[src/rtl/bcs_pkg.sv]
package bcs_pkg;

  // Clock period and the internal time base tick, both in nanoseconds.
  localparam int CLK_NS = 100;
  localparam int TICK_NS = 1000;
  // Clock cycles per time base tick, the divider length.
  localparam logic [3:0] TICK_CYC = 4'(TICK_NS / CLK_NS);

  // Printed durations in their own units.
  localparam int START_MS = 10;
  localparam int SC_US = 300;
  localparam int COOL_S = 1;
  localparam int PRI_FILT_US = 50;

  // Durations as tick counts, derived from the time base.
  localparam int TICK_PER_US = 1000 / TICK_NS > 0 ? 1000 / TICK_NS : 1;
  localparam int START_TICKS_DEF = START_MS * 1000 * 1000 / TICK_NS;
  localparam int SC_TICKS = SC_US * 1000 / TICK_NS;
  localparam int COOL_TICKS_DEF = COOL_S * 1000 * 1000 * 1000 / TICK_NS;
  localparam int PRI_FILT_TICKS = PRI_FILT_US * 1000 / TICK_NS;

  // Counter widths for phase timers and the primary glitch filter.
  localparam int CNT_W = 20;
  localparam int FLT_W = 6;

  // Channel sequencer states.
  typedef enum logic [1:0] {
    BCS_OFF,
    BCS_START,
    BCS_ON,
    BCS_FAULT
  } bcs_state_e;

  // Comparator results for one channel, all active high.
  typedef struct packed {
    logic oc_primary;
    logic oc_secondary;
    logic out_short;
  } bcs_cmp_s;

  // Switch controls for one channel, all active high.
  typedef struct packed {
    logic breaker_switch;
    logic inrush_limit;
    logic monitor_enable;
  } bcs_sw_s;

  // Per-channel state.
  typedef struct packed {
    bcs_state_e st;
    logic [CNT_W-1:0] cnt;
    logic [FLT_W-1:0] filt;
    logic en_smp;
    logic rearm;
    bcs_sw_s sw;
    logic rdy_oe_n;
  } bcs_chan_s;

  // Whole block state.
  typedef struct packed {
    logic [3:0] div;
    bcs_chan_s [1:0] ch;
  } bcs_state_s;

endpackage : bcs_pkg

[src/rtl/bcs_sequencer.sv]
// How it works
// - Enable high closes switch, low opens it.
// - Enable toggle clears a latched fault, restarts.
// - One second cool-down before any restart.
// - Filtered primary overcurrent opens and latches.
// - Secondary overcurrent opens switch without filtering.
// - Current monitor off while ready is low.
// - Short and overtemperature detected without monitor.
// - Ready low when disabled or faulted.
// - Ready low during 10 ms start phase.
// - Ready released when start phase ends.
// - Channels sequence independently except shared faults.
// - Output still short after 300 us latches fault.
// - Overtemperature turns both channels off together.
`timescale 1ns/10ps
module bcs_sequencer #(
  parameter logic [19:0] START_TICKS = 20'(bcs_pkg::START_TICKS_DEF),
  parameter logic [19:0] COOL_TICKS = 20'(bcs_pkg::COOL_TICKS_DEF),
  parameter bit AUTO_RETRY = 1'b0
) (
  input wire logic core_clk,
  input wire logic rst,
  input wire logic channel_one_enable,
  input wire logic channel_two_enable,
  input wire bcs_pkg::bcs_cmp_s channel_one_cmp,
  input wire bcs_pkg::bcs_cmp_s channel_two_cmp,
  input wire logic over_temp,
  input wire logic channel_one_ready_in,
  input wire logic channel_two_ready_in,
  output logic channel_one_ready_out,
  output logic channel_one_ready_oe_n,
  output logic channel_two_ready_out,
  output logic channel_two_ready_oe_n,
  output bcs_pkg::bcs_sw_s channel_one_sw,
  output bcs_pkg::bcs_sw_s channel_two_sw
);

  // The start timer must outlast the short-circuit window and the cool-down must not be zero.
  if (START_TICKS <= 20'(bcs_pkg::SC_TICKS) || COOL_TICKS == '0) begin : g_bad_param
    $error("Start ticks must exceed the short window and cool ticks must be nonzero.");
  end

  // Registered state and its next value.
  bcs_pkg::bcs_state_s s_reg;
  bcs_pkg::bcs_state_s s_next;
  // One-cycle time base strobe.
  logic tick;
  // Working copies of one channel inside the loop.
  bcs_pkg::bcs_chan_s c_v;
  bcs_pkg::bcs_chan_s n_v;
  // Enable level as seen by the sequencer this cycle.
  logic en_v;
  // Channel inputs gathered as vectors for the loop.
  logic [1:0] en_in;
  bcs_pkg::bcs_cmp_s [1:0] cmp_in;

  assign en_in = {channel_two_enable, channel_one_enable};
  assign cmp_in = {channel_two_cmp, channel_one_cmp};

  // Enters the latched fault state and arms the cool-down timer.
  function automatic bcs_pkg::bcs_chan_s enter_fault(input bcs_pkg::bcs_chan_s x,
                                                     input logic [19:0] cool);
    bcs_pkg::bcs_chan_s y;
    y = x;
    y.st = bcs_pkg::BCS_FAULT;
    y.cnt = cool;
    y.rearm = 1'b0;
    y.filt = '0;
    return y;
  endfunction : enter_fault

  // Next-state logic for the divider and both channels.
  always_comb begin
    s_next = s_reg;
    c_v = s_reg.ch[0];
    n_v = s_reg.ch[0];
    en_v = 1'b0;
    // The divider gives one tick per microsecond of time base.
    tick = (s_reg.div == bcs_pkg::TICK_CYC - 4'h1);
    s_next.div = tick ? 4'h0 : s_reg.div + 4'h1;
    // Each channel runs the same sequence on its own state.
    for (int i = 0; i < 2; i++) begin
      c_v = s_reg.ch[i];
      n_v = c_v;
      // Enable is resampled only on ticks, so brief glitches are missed.
      en_v = tick ? en_in[i] : c_v.en_smp;
      n_v.en_smp = en_v;
      case (c_v.st)
        bcs_pkg::BCS_OFF: begin
          // A high enable starts the current-limited phase.
          if (en_v) begin
            n_v.st = bcs_pkg::BCS_START;
            n_v.cnt = '0;
          end
        end
        bcs_pkg::BCS_START: begin
          if (!en_v) begin
            // Dropping enable abandons the start at once, with no fault kept.
            n_v.st = bcs_pkg::BCS_OFF;
          end else if (over_temp) begin
            // The temperature flag is shared, so both channels trip together.
            n_v = enter_fault(c_v, COOL_TICKS);
          end else if (tick && c_v.cnt == 20'(bcs_pkg::SC_TICKS - 1)
                       && cmp_in[i].out_short) begin
            // The output never charged within the window.
            n_v = enter_fault(c_v, COOL_TICKS);
          end else if (tick && c_v.cnt == START_TICKS - 20'h1) begin
            // The limited phase is over; ready and the monitor follow next edge.
            n_v.st = bcs_pkg::BCS_ON;
            n_v.filt = '0;
          end else if (tick) begin
            // Ready stays pulled low for as long as this timer runs.
            n_v.cnt = c_v.cnt + 20'h1;
          end
        end
        bcs_pkg::BCS_ON: begin
          if (!en_v) begin
            n_v.st = bcs_pkg::BCS_OFF;
          end else if (over_temp || cmp_in[i].out_short) begin
            // Both act even when a grounded monitor hides every overcurrent.
            n_v = enter_fault(c_v, COOL_TICKS);
          end else if (cmp_in[i].oc_secondary) begin
            // Severe overcurrent acts on the very next clock, not on a tick.
            n_v = enter_fault(c_v, COOL_TICKS);
          end else if (tick) begin
            // The primary result must hold for the whole filter span.
            if (!cmp_in[i].oc_primary) begin
              n_v.filt = '0;
            end else if (c_v.filt == 6'(bcs_pkg::PRI_FILT_TICKS - 1)) begin
              n_v = enter_fault(c_v, COOL_TICKS);
            end else begin
              n_v.filt = c_v.filt + 6'h01;
            end
          end
        end
        default: begin
          // Latched fault: the cool-down counter runs out before any restart.
          // A low enable seen while latched arms the restart.
          if (!en_v) begin
            n_v.rearm = 1'b1;
          end
          if (c_v.cnt != '0) begin
            if (tick) begin
              n_v.cnt = c_v.cnt - 20'h1;
            end
          end else if (en_v && (c_v.rearm || AUTO_RETRY)) begin
            // A rising edge during cool-down is kept and served here.
            n_v.st = bcs_pkg::BCS_START;
            n_v.cnt = '0;
            n_v.rearm = 1'b0;
          end else if (!en_v) begin
            // Cool-down is over and enable is low, so the channel rests off.
            n_v.st = bcs_pkg::BCS_OFF;
            n_v.rearm = 1'b0;
          end
        end
      endcase
      // Outputs follow the next state so they leave straight from flops.
      n_v.sw.breaker_switch = (n_v.st == bcs_pkg::BCS_START)
                              || (n_v.st == bcs_pkg::BCS_ON);
      n_v.sw.inrush_limit = (n_v.st == bcs_pkg::BCS_START);
      n_v.sw.monitor_enable = (n_v.st == bcs_pkg::BCS_ON);
      n_v.rdy_oe_n = (n_v.st == bcs_pkg::BCS_ON);
      s_next.ch[i] = n_v;
    end
  end

  // State register; reset leaves both channels off with ready pulled low.
  always_ff @(posedge core_clk or posedge rst) begin
    if (rst) begin
      s_reg <= '0;
    end else begin
      s_reg <= s_next;
    end
  end

  // The ready pins only ever pull low; the enable alone sets the level.
  assign channel_one_ready_out = 1'b0;
  assign channel_two_ready_out = 1'b0;
  assign channel_one_ready_oe_n = s_reg.ch[0].rdy_oe_n;
  assign channel_two_ready_oe_n = s_reg.ch[1].rdy_oe_n;
  assign channel_one_sw = s_reg.ch[0].sw;
  assign channel_two_sw = s_reg.ch[1].sw;

  // Checks that apply to each channel alike.
  for (genvar g = 0; g < 2; g++) begin : g_chk

  end
endmodule : bcs_sequencer

[config.mk]
export PLATFORM = sky130hd
export DESIGN_NAME = bcs_sequencer
export DESIGN_NICKNAME = d
export VERILOG_FILES = /design/src/rtl/bcs_pkg.sv /design/src/rtl/bcs_sequencer.sv
export SDC_FILE = /design/constraint.sdc
export NUM_CORES = 1
export LEC_CHECK = 0
export ABC_AREA = 1
export BUFFER_PORTS_ARGS = -buffer_cell sky130_fd_sc_hd__buf_2
export CORE_AREA = 8 8 116 118
export CTS_CLUSTER_SIZE = 10
export DETAILED_ROUTE_END_ITERATION = 10
export DIE_AREA = 0 0 124 126
export PLACE_DENSITY = 0.75
export SETUP_SLACK_MARGIN = 0.1
export SLEW_MARGIN = 20
export SYNTH_ARGS = -nofsm -noshare
export SYNTH_HDL_FRONTEND = slang
export SYNTH_SLANG_ARGS = --single-unit
[constraint.sdc]
create_clock -name core_clk -period 2.4 [get_ports core_clk]
set_input_delay 0.72 -clock core_clk [delete_from_list [all_inputs] [get_ports core_clk]]
set_output_delay 0.72 -clock core_clk [all_outputs]
set_load 0.1 [all_outputs]
After elaboration in Yosys (flattened, before gate mapping). Index checks and enable logic that the tools add are counted.

Bits of input ports: 13. Memory bits (read-only): 0. Output and inout bits: 10. Bits in registers: 70. Word-level logic and storage cells: 172. Memories kept: 0. Memory bits (writable): 0. Latch bits: 0.

Bitwise gates (word level): 2. Equality and inequality tests: 47. Multiply operators: 0. Mux-type cells: 71. Shift operators: 0. Add/subtract/negate cells: 7. Divide/modulo/power cells: 0. Reduce and logical (&&, ||, !) cells: 28. $lt $le $gt $ge: 0.

Operator list (count): 2-to-1 mux 34 bit (8); 2-to-1 mux 20 bit (10); 2-to-1 mux 22 bit (6); one-hot mux 22 bit (3 select lines) (2); 2-to-1 mux 32 bit (4); 2-to-1 mux 6 bit (12); 2-to-1 mux 28 bit (2); inequality test 4 bit (second input constant) (12); adder 20 x 1 -> 20 bit (second input constant) (2); == test 20 x 14 -> 1 bit (second input constant) (2); == test 20 x 9 -> 1 bit (second input constant) (2); nonzero test 20 bit (2); subtractor 20 x 1 -> 20 bit (second input constant) (2); inequality test 3 bit (second input constant) (10); one-hot mux 7 bit (2 select lines) (2); 2-to-1 mux 2 bit (12); AND reduction 10 bit (2); AND reduction 5 bit (4); AND reduction 7 bit (2); adder 6 x 1 -> 6 bit (second input constant) (2); == test 6 bit (second input constant) (2); inequality test 2 bit (second input constant) (6); 2-to-1 mux 1 bit (10); inequality test 5 x 2 -> 1 bit (second input constant) (2); other kinds (13) (35).

Longest topological paths before layout.
Depth after elaboration: 10. Mapped depth: 16. Depth with buffers taken out: 15.

Least setup slack after synthesis. No wires, ideal clock.

Path kind: register to output. From: register channel_one_ready_oe_n (netlist name). To: output port channel_one_sw[0] in the netlist's numbering. Path buffers: 1. Data arrival time: 1324 ps. Slack: 356 ps. Stages on the path, launching flop included: 2. Cell sequence: dfrtp_1 -> buf_4.

RTL lines: end, declared (line bcs_sequencer.sv:34) `output bcs_pkg::bcs_sw_s channel_one_sw,`.

Worst setup path after layout.
From: register s_reg[12] in the netlist's numbering. To: register s_reg[31] in the netlist's numbering.

Longest elaborated chain between the ends: 7.

RTL lines: start, declared (line bcs_sequencer.sv:44) `bcs_pkg::bcs_state_s s_reg;`; start signal, assigned (line bcs_sequencer.sv:173) `s_reg <= s_next;`; adder 20 x 1 -> 20 bit / == test 20 x 9 -> 1 bit (equally long branches) (line bcs_sequencer.sv:113, bcs_sequencer.sv:103); 2-to-1 mux 20 bit / logical AND 1 bit (equally long branches) (line bcs_sequencer.sv:111, bcs_sequencer.sv:103); 2-to-1 mux 20 bit / logical AND 1 bit (equally long branches) (line bcs_sequencer.sv:107, bcs_sequencer.sv:104); 2-to-1 mux 28 bit (line bcs_sequencer.sv:103) `end else if (tick && c_v.cnt == 20'(bcs_pkg::SC_TICKS - 1)`; 2-to-1 mux 34 bit (line bcs_sequencer.sv:100) `end else if (over_temp) begin`; 2-to-1 mux 32 bit (line bcs_sequencer.sv:97) `if (!en_v) begin`; one-hot mux 22 bit (3 select lines) (line bcs_sequencer.sv:88) `case (c_v.st)`.

Several ways; a longest one is shown, not always the timed one. The select of a mux whose other input is x is not followed. A chain may end at the register's enable or synchronous reset.

==> summary.md <==
| Metric | Value |
|---|---|
| Most frequent cells in the layout | nand2_1, inv_1, nor2_1 |
| Ys async rst share | 1.000 |
| Die ar. | between 15,000 and 20,000 sq um |
| Worst path top cell family by delay | simple AND/OR/NAND/NOR gates |
| CTS H-Tree Depth | 3 |
| Hold buffers post-CTS | 0 |
| Hold Crit Class | in2async |
| First-pass GRT wire length | between 20 and 30 mm |
| CTS Buf Count | 9 |
| Tot GR Track Use | 0.1968 |
| Compound-Gate Fraction of Synth Area | 0.1131 |
| Crit path required time | roughly 2.6 ns |
| CTS Sinks | 70 |
| Post-synth cell types | 39 |
| Arr. time, crit path | 2.40 ns |
| Pwr Density | about 1400 nW/um^2 |
| Antenna-violating nets left | 0 |
| Peak Freq | ~460 MHz |
| Area contributors post-synth | dfrtp_1, nand2_1, inv_1 |
| Avg Inst Size Synth | 6.431 sq um |
| Seq cells post-synth | 70 |
| Post-layout min period | ~2.2 ns |
| Fin. max-slew vios | 0 |
| Largest register FFs | 34 |
| CTS tree | yes |
| Effective utilization at floorplan | 0.5299 |
| Setup violations, final | 0 |
| N_diodes | 0 |
| DP HPWL | roughly 11 mm |
| Critical path's slowest cell | dfrtp_1 |
| Most common cell after layout, fill and taps aside | nand2_1 |
| Nets@finish | approximately 1,000 |
| DIE HEIGHT | between 100 and 150 um |
| Largest family of logic cells by synthesized area | simple AND/OR/NAND/NOR gates |
| Synth top area share | 0.2823 |
| Ports | 23 |
| Maxcap violations | 0 |
| Setup Skew | around 0.0076 ns |
| Kind of critical path | reg2reg |
| Initial antenna violation count | 0 |
| Clk Latency, worst-skew pair | 0.35 ns |
| Crit-path cells | inv_1 -> ha_1 -> nand2_2 -> nor2_4 -> nand2_2 -> inv_2 -> nand3_2 -> nand2_4 -> inv_1 -> nand2_1 -> nor2_1 -> nor2_1 -> nand2_1 -> nand2_1 -> nand2_1 |
| Vias in the first global route | ~5,500 |
| Clk root buf | clkbuf_16 |
| Post-synth EDFFs | 0 |
| Syn Std Cell Area | between 6000 and 7000 sq um |
| FP Rows | 40 |
| Max Root-Sink Buffers | 2 |
| Area leader, netlist | dfrtp_1 |
| Post-synthesis mux area share | 0 |
| CP max stage delay | between 0.4 and 0.5 ns |
| Initial DRT Pass Iterations | 5 |
| Type of origin of the critical path | flop |
| Drt drc | 0 |
| Pin count of the biggest net entering global routing | 28 |
| Placed insts | around 1,100 |
| R2r worst-path depth | 15 |
| Ys flop type | dfrtp_1 |
| Final hold vios | 0 |
| Overflow after GRT | 0 |
| Sequential element share of the synthesized area | 0.2823 |
| IR drop worst, VDD | about 1100 uV |
| Vias/cell | ~5.4 |
| Synth warn | 0 |
| Critical Path End Type | flop |
| Worst-Margin Slew | 0.6422 ns |
| Status | finished clean |
| P&R area growth vs syn | 8.528% |
| Simple-Gate Fraction of Synth Area | 0.3893 |
| Final GP Congestion | approximately 0.95 |
| Layout Cells excl Fill | about 1,100 |
| WL/cell | about 13 um |
| CP dominant cell by count | nand2_1 |
| Vias | approximately 6,000 |
| WP depth | 15 |
| Post-synthesis adder-cell area fraction | 0.03831 |
| Pleak | 3.473 nW |
| Reg clk slew, reported paths | 0.06 ns |
| Initial DRC count | ~420 |
| Xor and xnor fraction of the mapped netlist area | 0.06069 |
| Input/output buffers | 18 |
| Setup TNS Final | 0 ns |
| Core area | 11,710 sq um |
| RSZ-0062 raised after global routing | true |
| Share of post-route cells with drive strength above 1 | 0.1081 |
| Worst path bufs/invs | 3 |
| Final WL | between 10 and 15 mm |
| Die X | around 120 um |
| Tcrit/Tclk final | 0.8990 |
| Post-Synthesis Cells | 965 |
| Relative slew slack | 0.5710 |
| Critical path peak fanout | 11 |
-- final timing paths --
check                                from        end  slack [ns]
worst max-delay path            s_reg[12]  s_reg[31]        0.24
worst min-delay path                  rst  s_reg[29]        0.46
worst max register to register  s_reg[12]  s_reg[31]        0.24
worst min register to register  s_reg[68]  s_reg[68]        0.50
max in group asynchronous             rst     c_v[7]        1.33
min in group core_clk           s_reg[68]  s_reg[68]        0.50
-- stage by stage --
step	hold slack (ns)	power (mW)	setup WS [ns]	util	cell area, sq um
2_1_floorplan	0.4710	6.593	0.3560	-	6213
3_3_place_gp	0.4919	7.584	0.1162	0.5453	6386
3_5_place_dp	0.4903	7.703	0.08389	0.5453	6386
4_1_cts	0.4772	9.250	0.1843	0.5738	6720
5_1_grt	0.5147	10.17	0.06642	0.5751	6735
6_report	0.4603	9.308	0.2425	0.5751	6735
-- layout make-up --
| class | count | area [sq um] |
|---|---|---|
| clock inverters | 5 | 81.33 |
| repair buffers | 42 | 299.0 |
| flip-flops and latches | 70 | 1752 |
| clock buffers | 11 | 252.7 |
| inverters | 109 | 415.4 |
| fillers | 1165 | 4976 |
| well taps | 147 | 183.9 |
| multi-input cells | 744 | 3751 |
-- report_power, final --
part | switching [mW] | internal (mW) | leakage [nW]
clock network | 0.543 | 0.967 | 0.162
logic | 3.96 | 1.88 | 2.36
registers | 0.448 | 1.51 | 0.947
-- layer usage --
layer	vias up	GRT usage	routed length (um)
met5	-	0	0
met3	23	0.02994	797
met2	190	0.2982	6606
li1	3103	-	-
met1	2749	0.2699	7055
met4	0	0.08613	297
-- cells by family after synthesis --
family / Yosys count
AOI/OAI and AO/OA: 120
other: 1
and+or+nand+nor: 560
xor gates and xnor gates: 43
buffers and inverters: 152
adders and majority gates: 19
DFF: 70
-- synth_stat cells (5+ instances only) --
library cell / instances
o21ai_1: 8
o22ai_1: 17
o211ai_1: 6
dfrtp_1: 70
nand4_1: 22
xnor2_1: 14
nand2_1: 315
nor3_1: 22
buf_4: 14
o21ai_0: 53
xor2_1: 29
buf_2: 20
nand2_2: 9
nor2_2: 12
nand3_1: 71
buf_6: 9
inv_1: 105
ha_1: 19
nand3_2: 5
a21oi_1: 22
nor2_1: 91
-- what timing repair did --
item,4_1_cts,5_1_grt
gates resized for setup,0,6
endpoints found under the setup margin,0,26
setup buffers,0,0
Power figures use the tool's default switching activity.
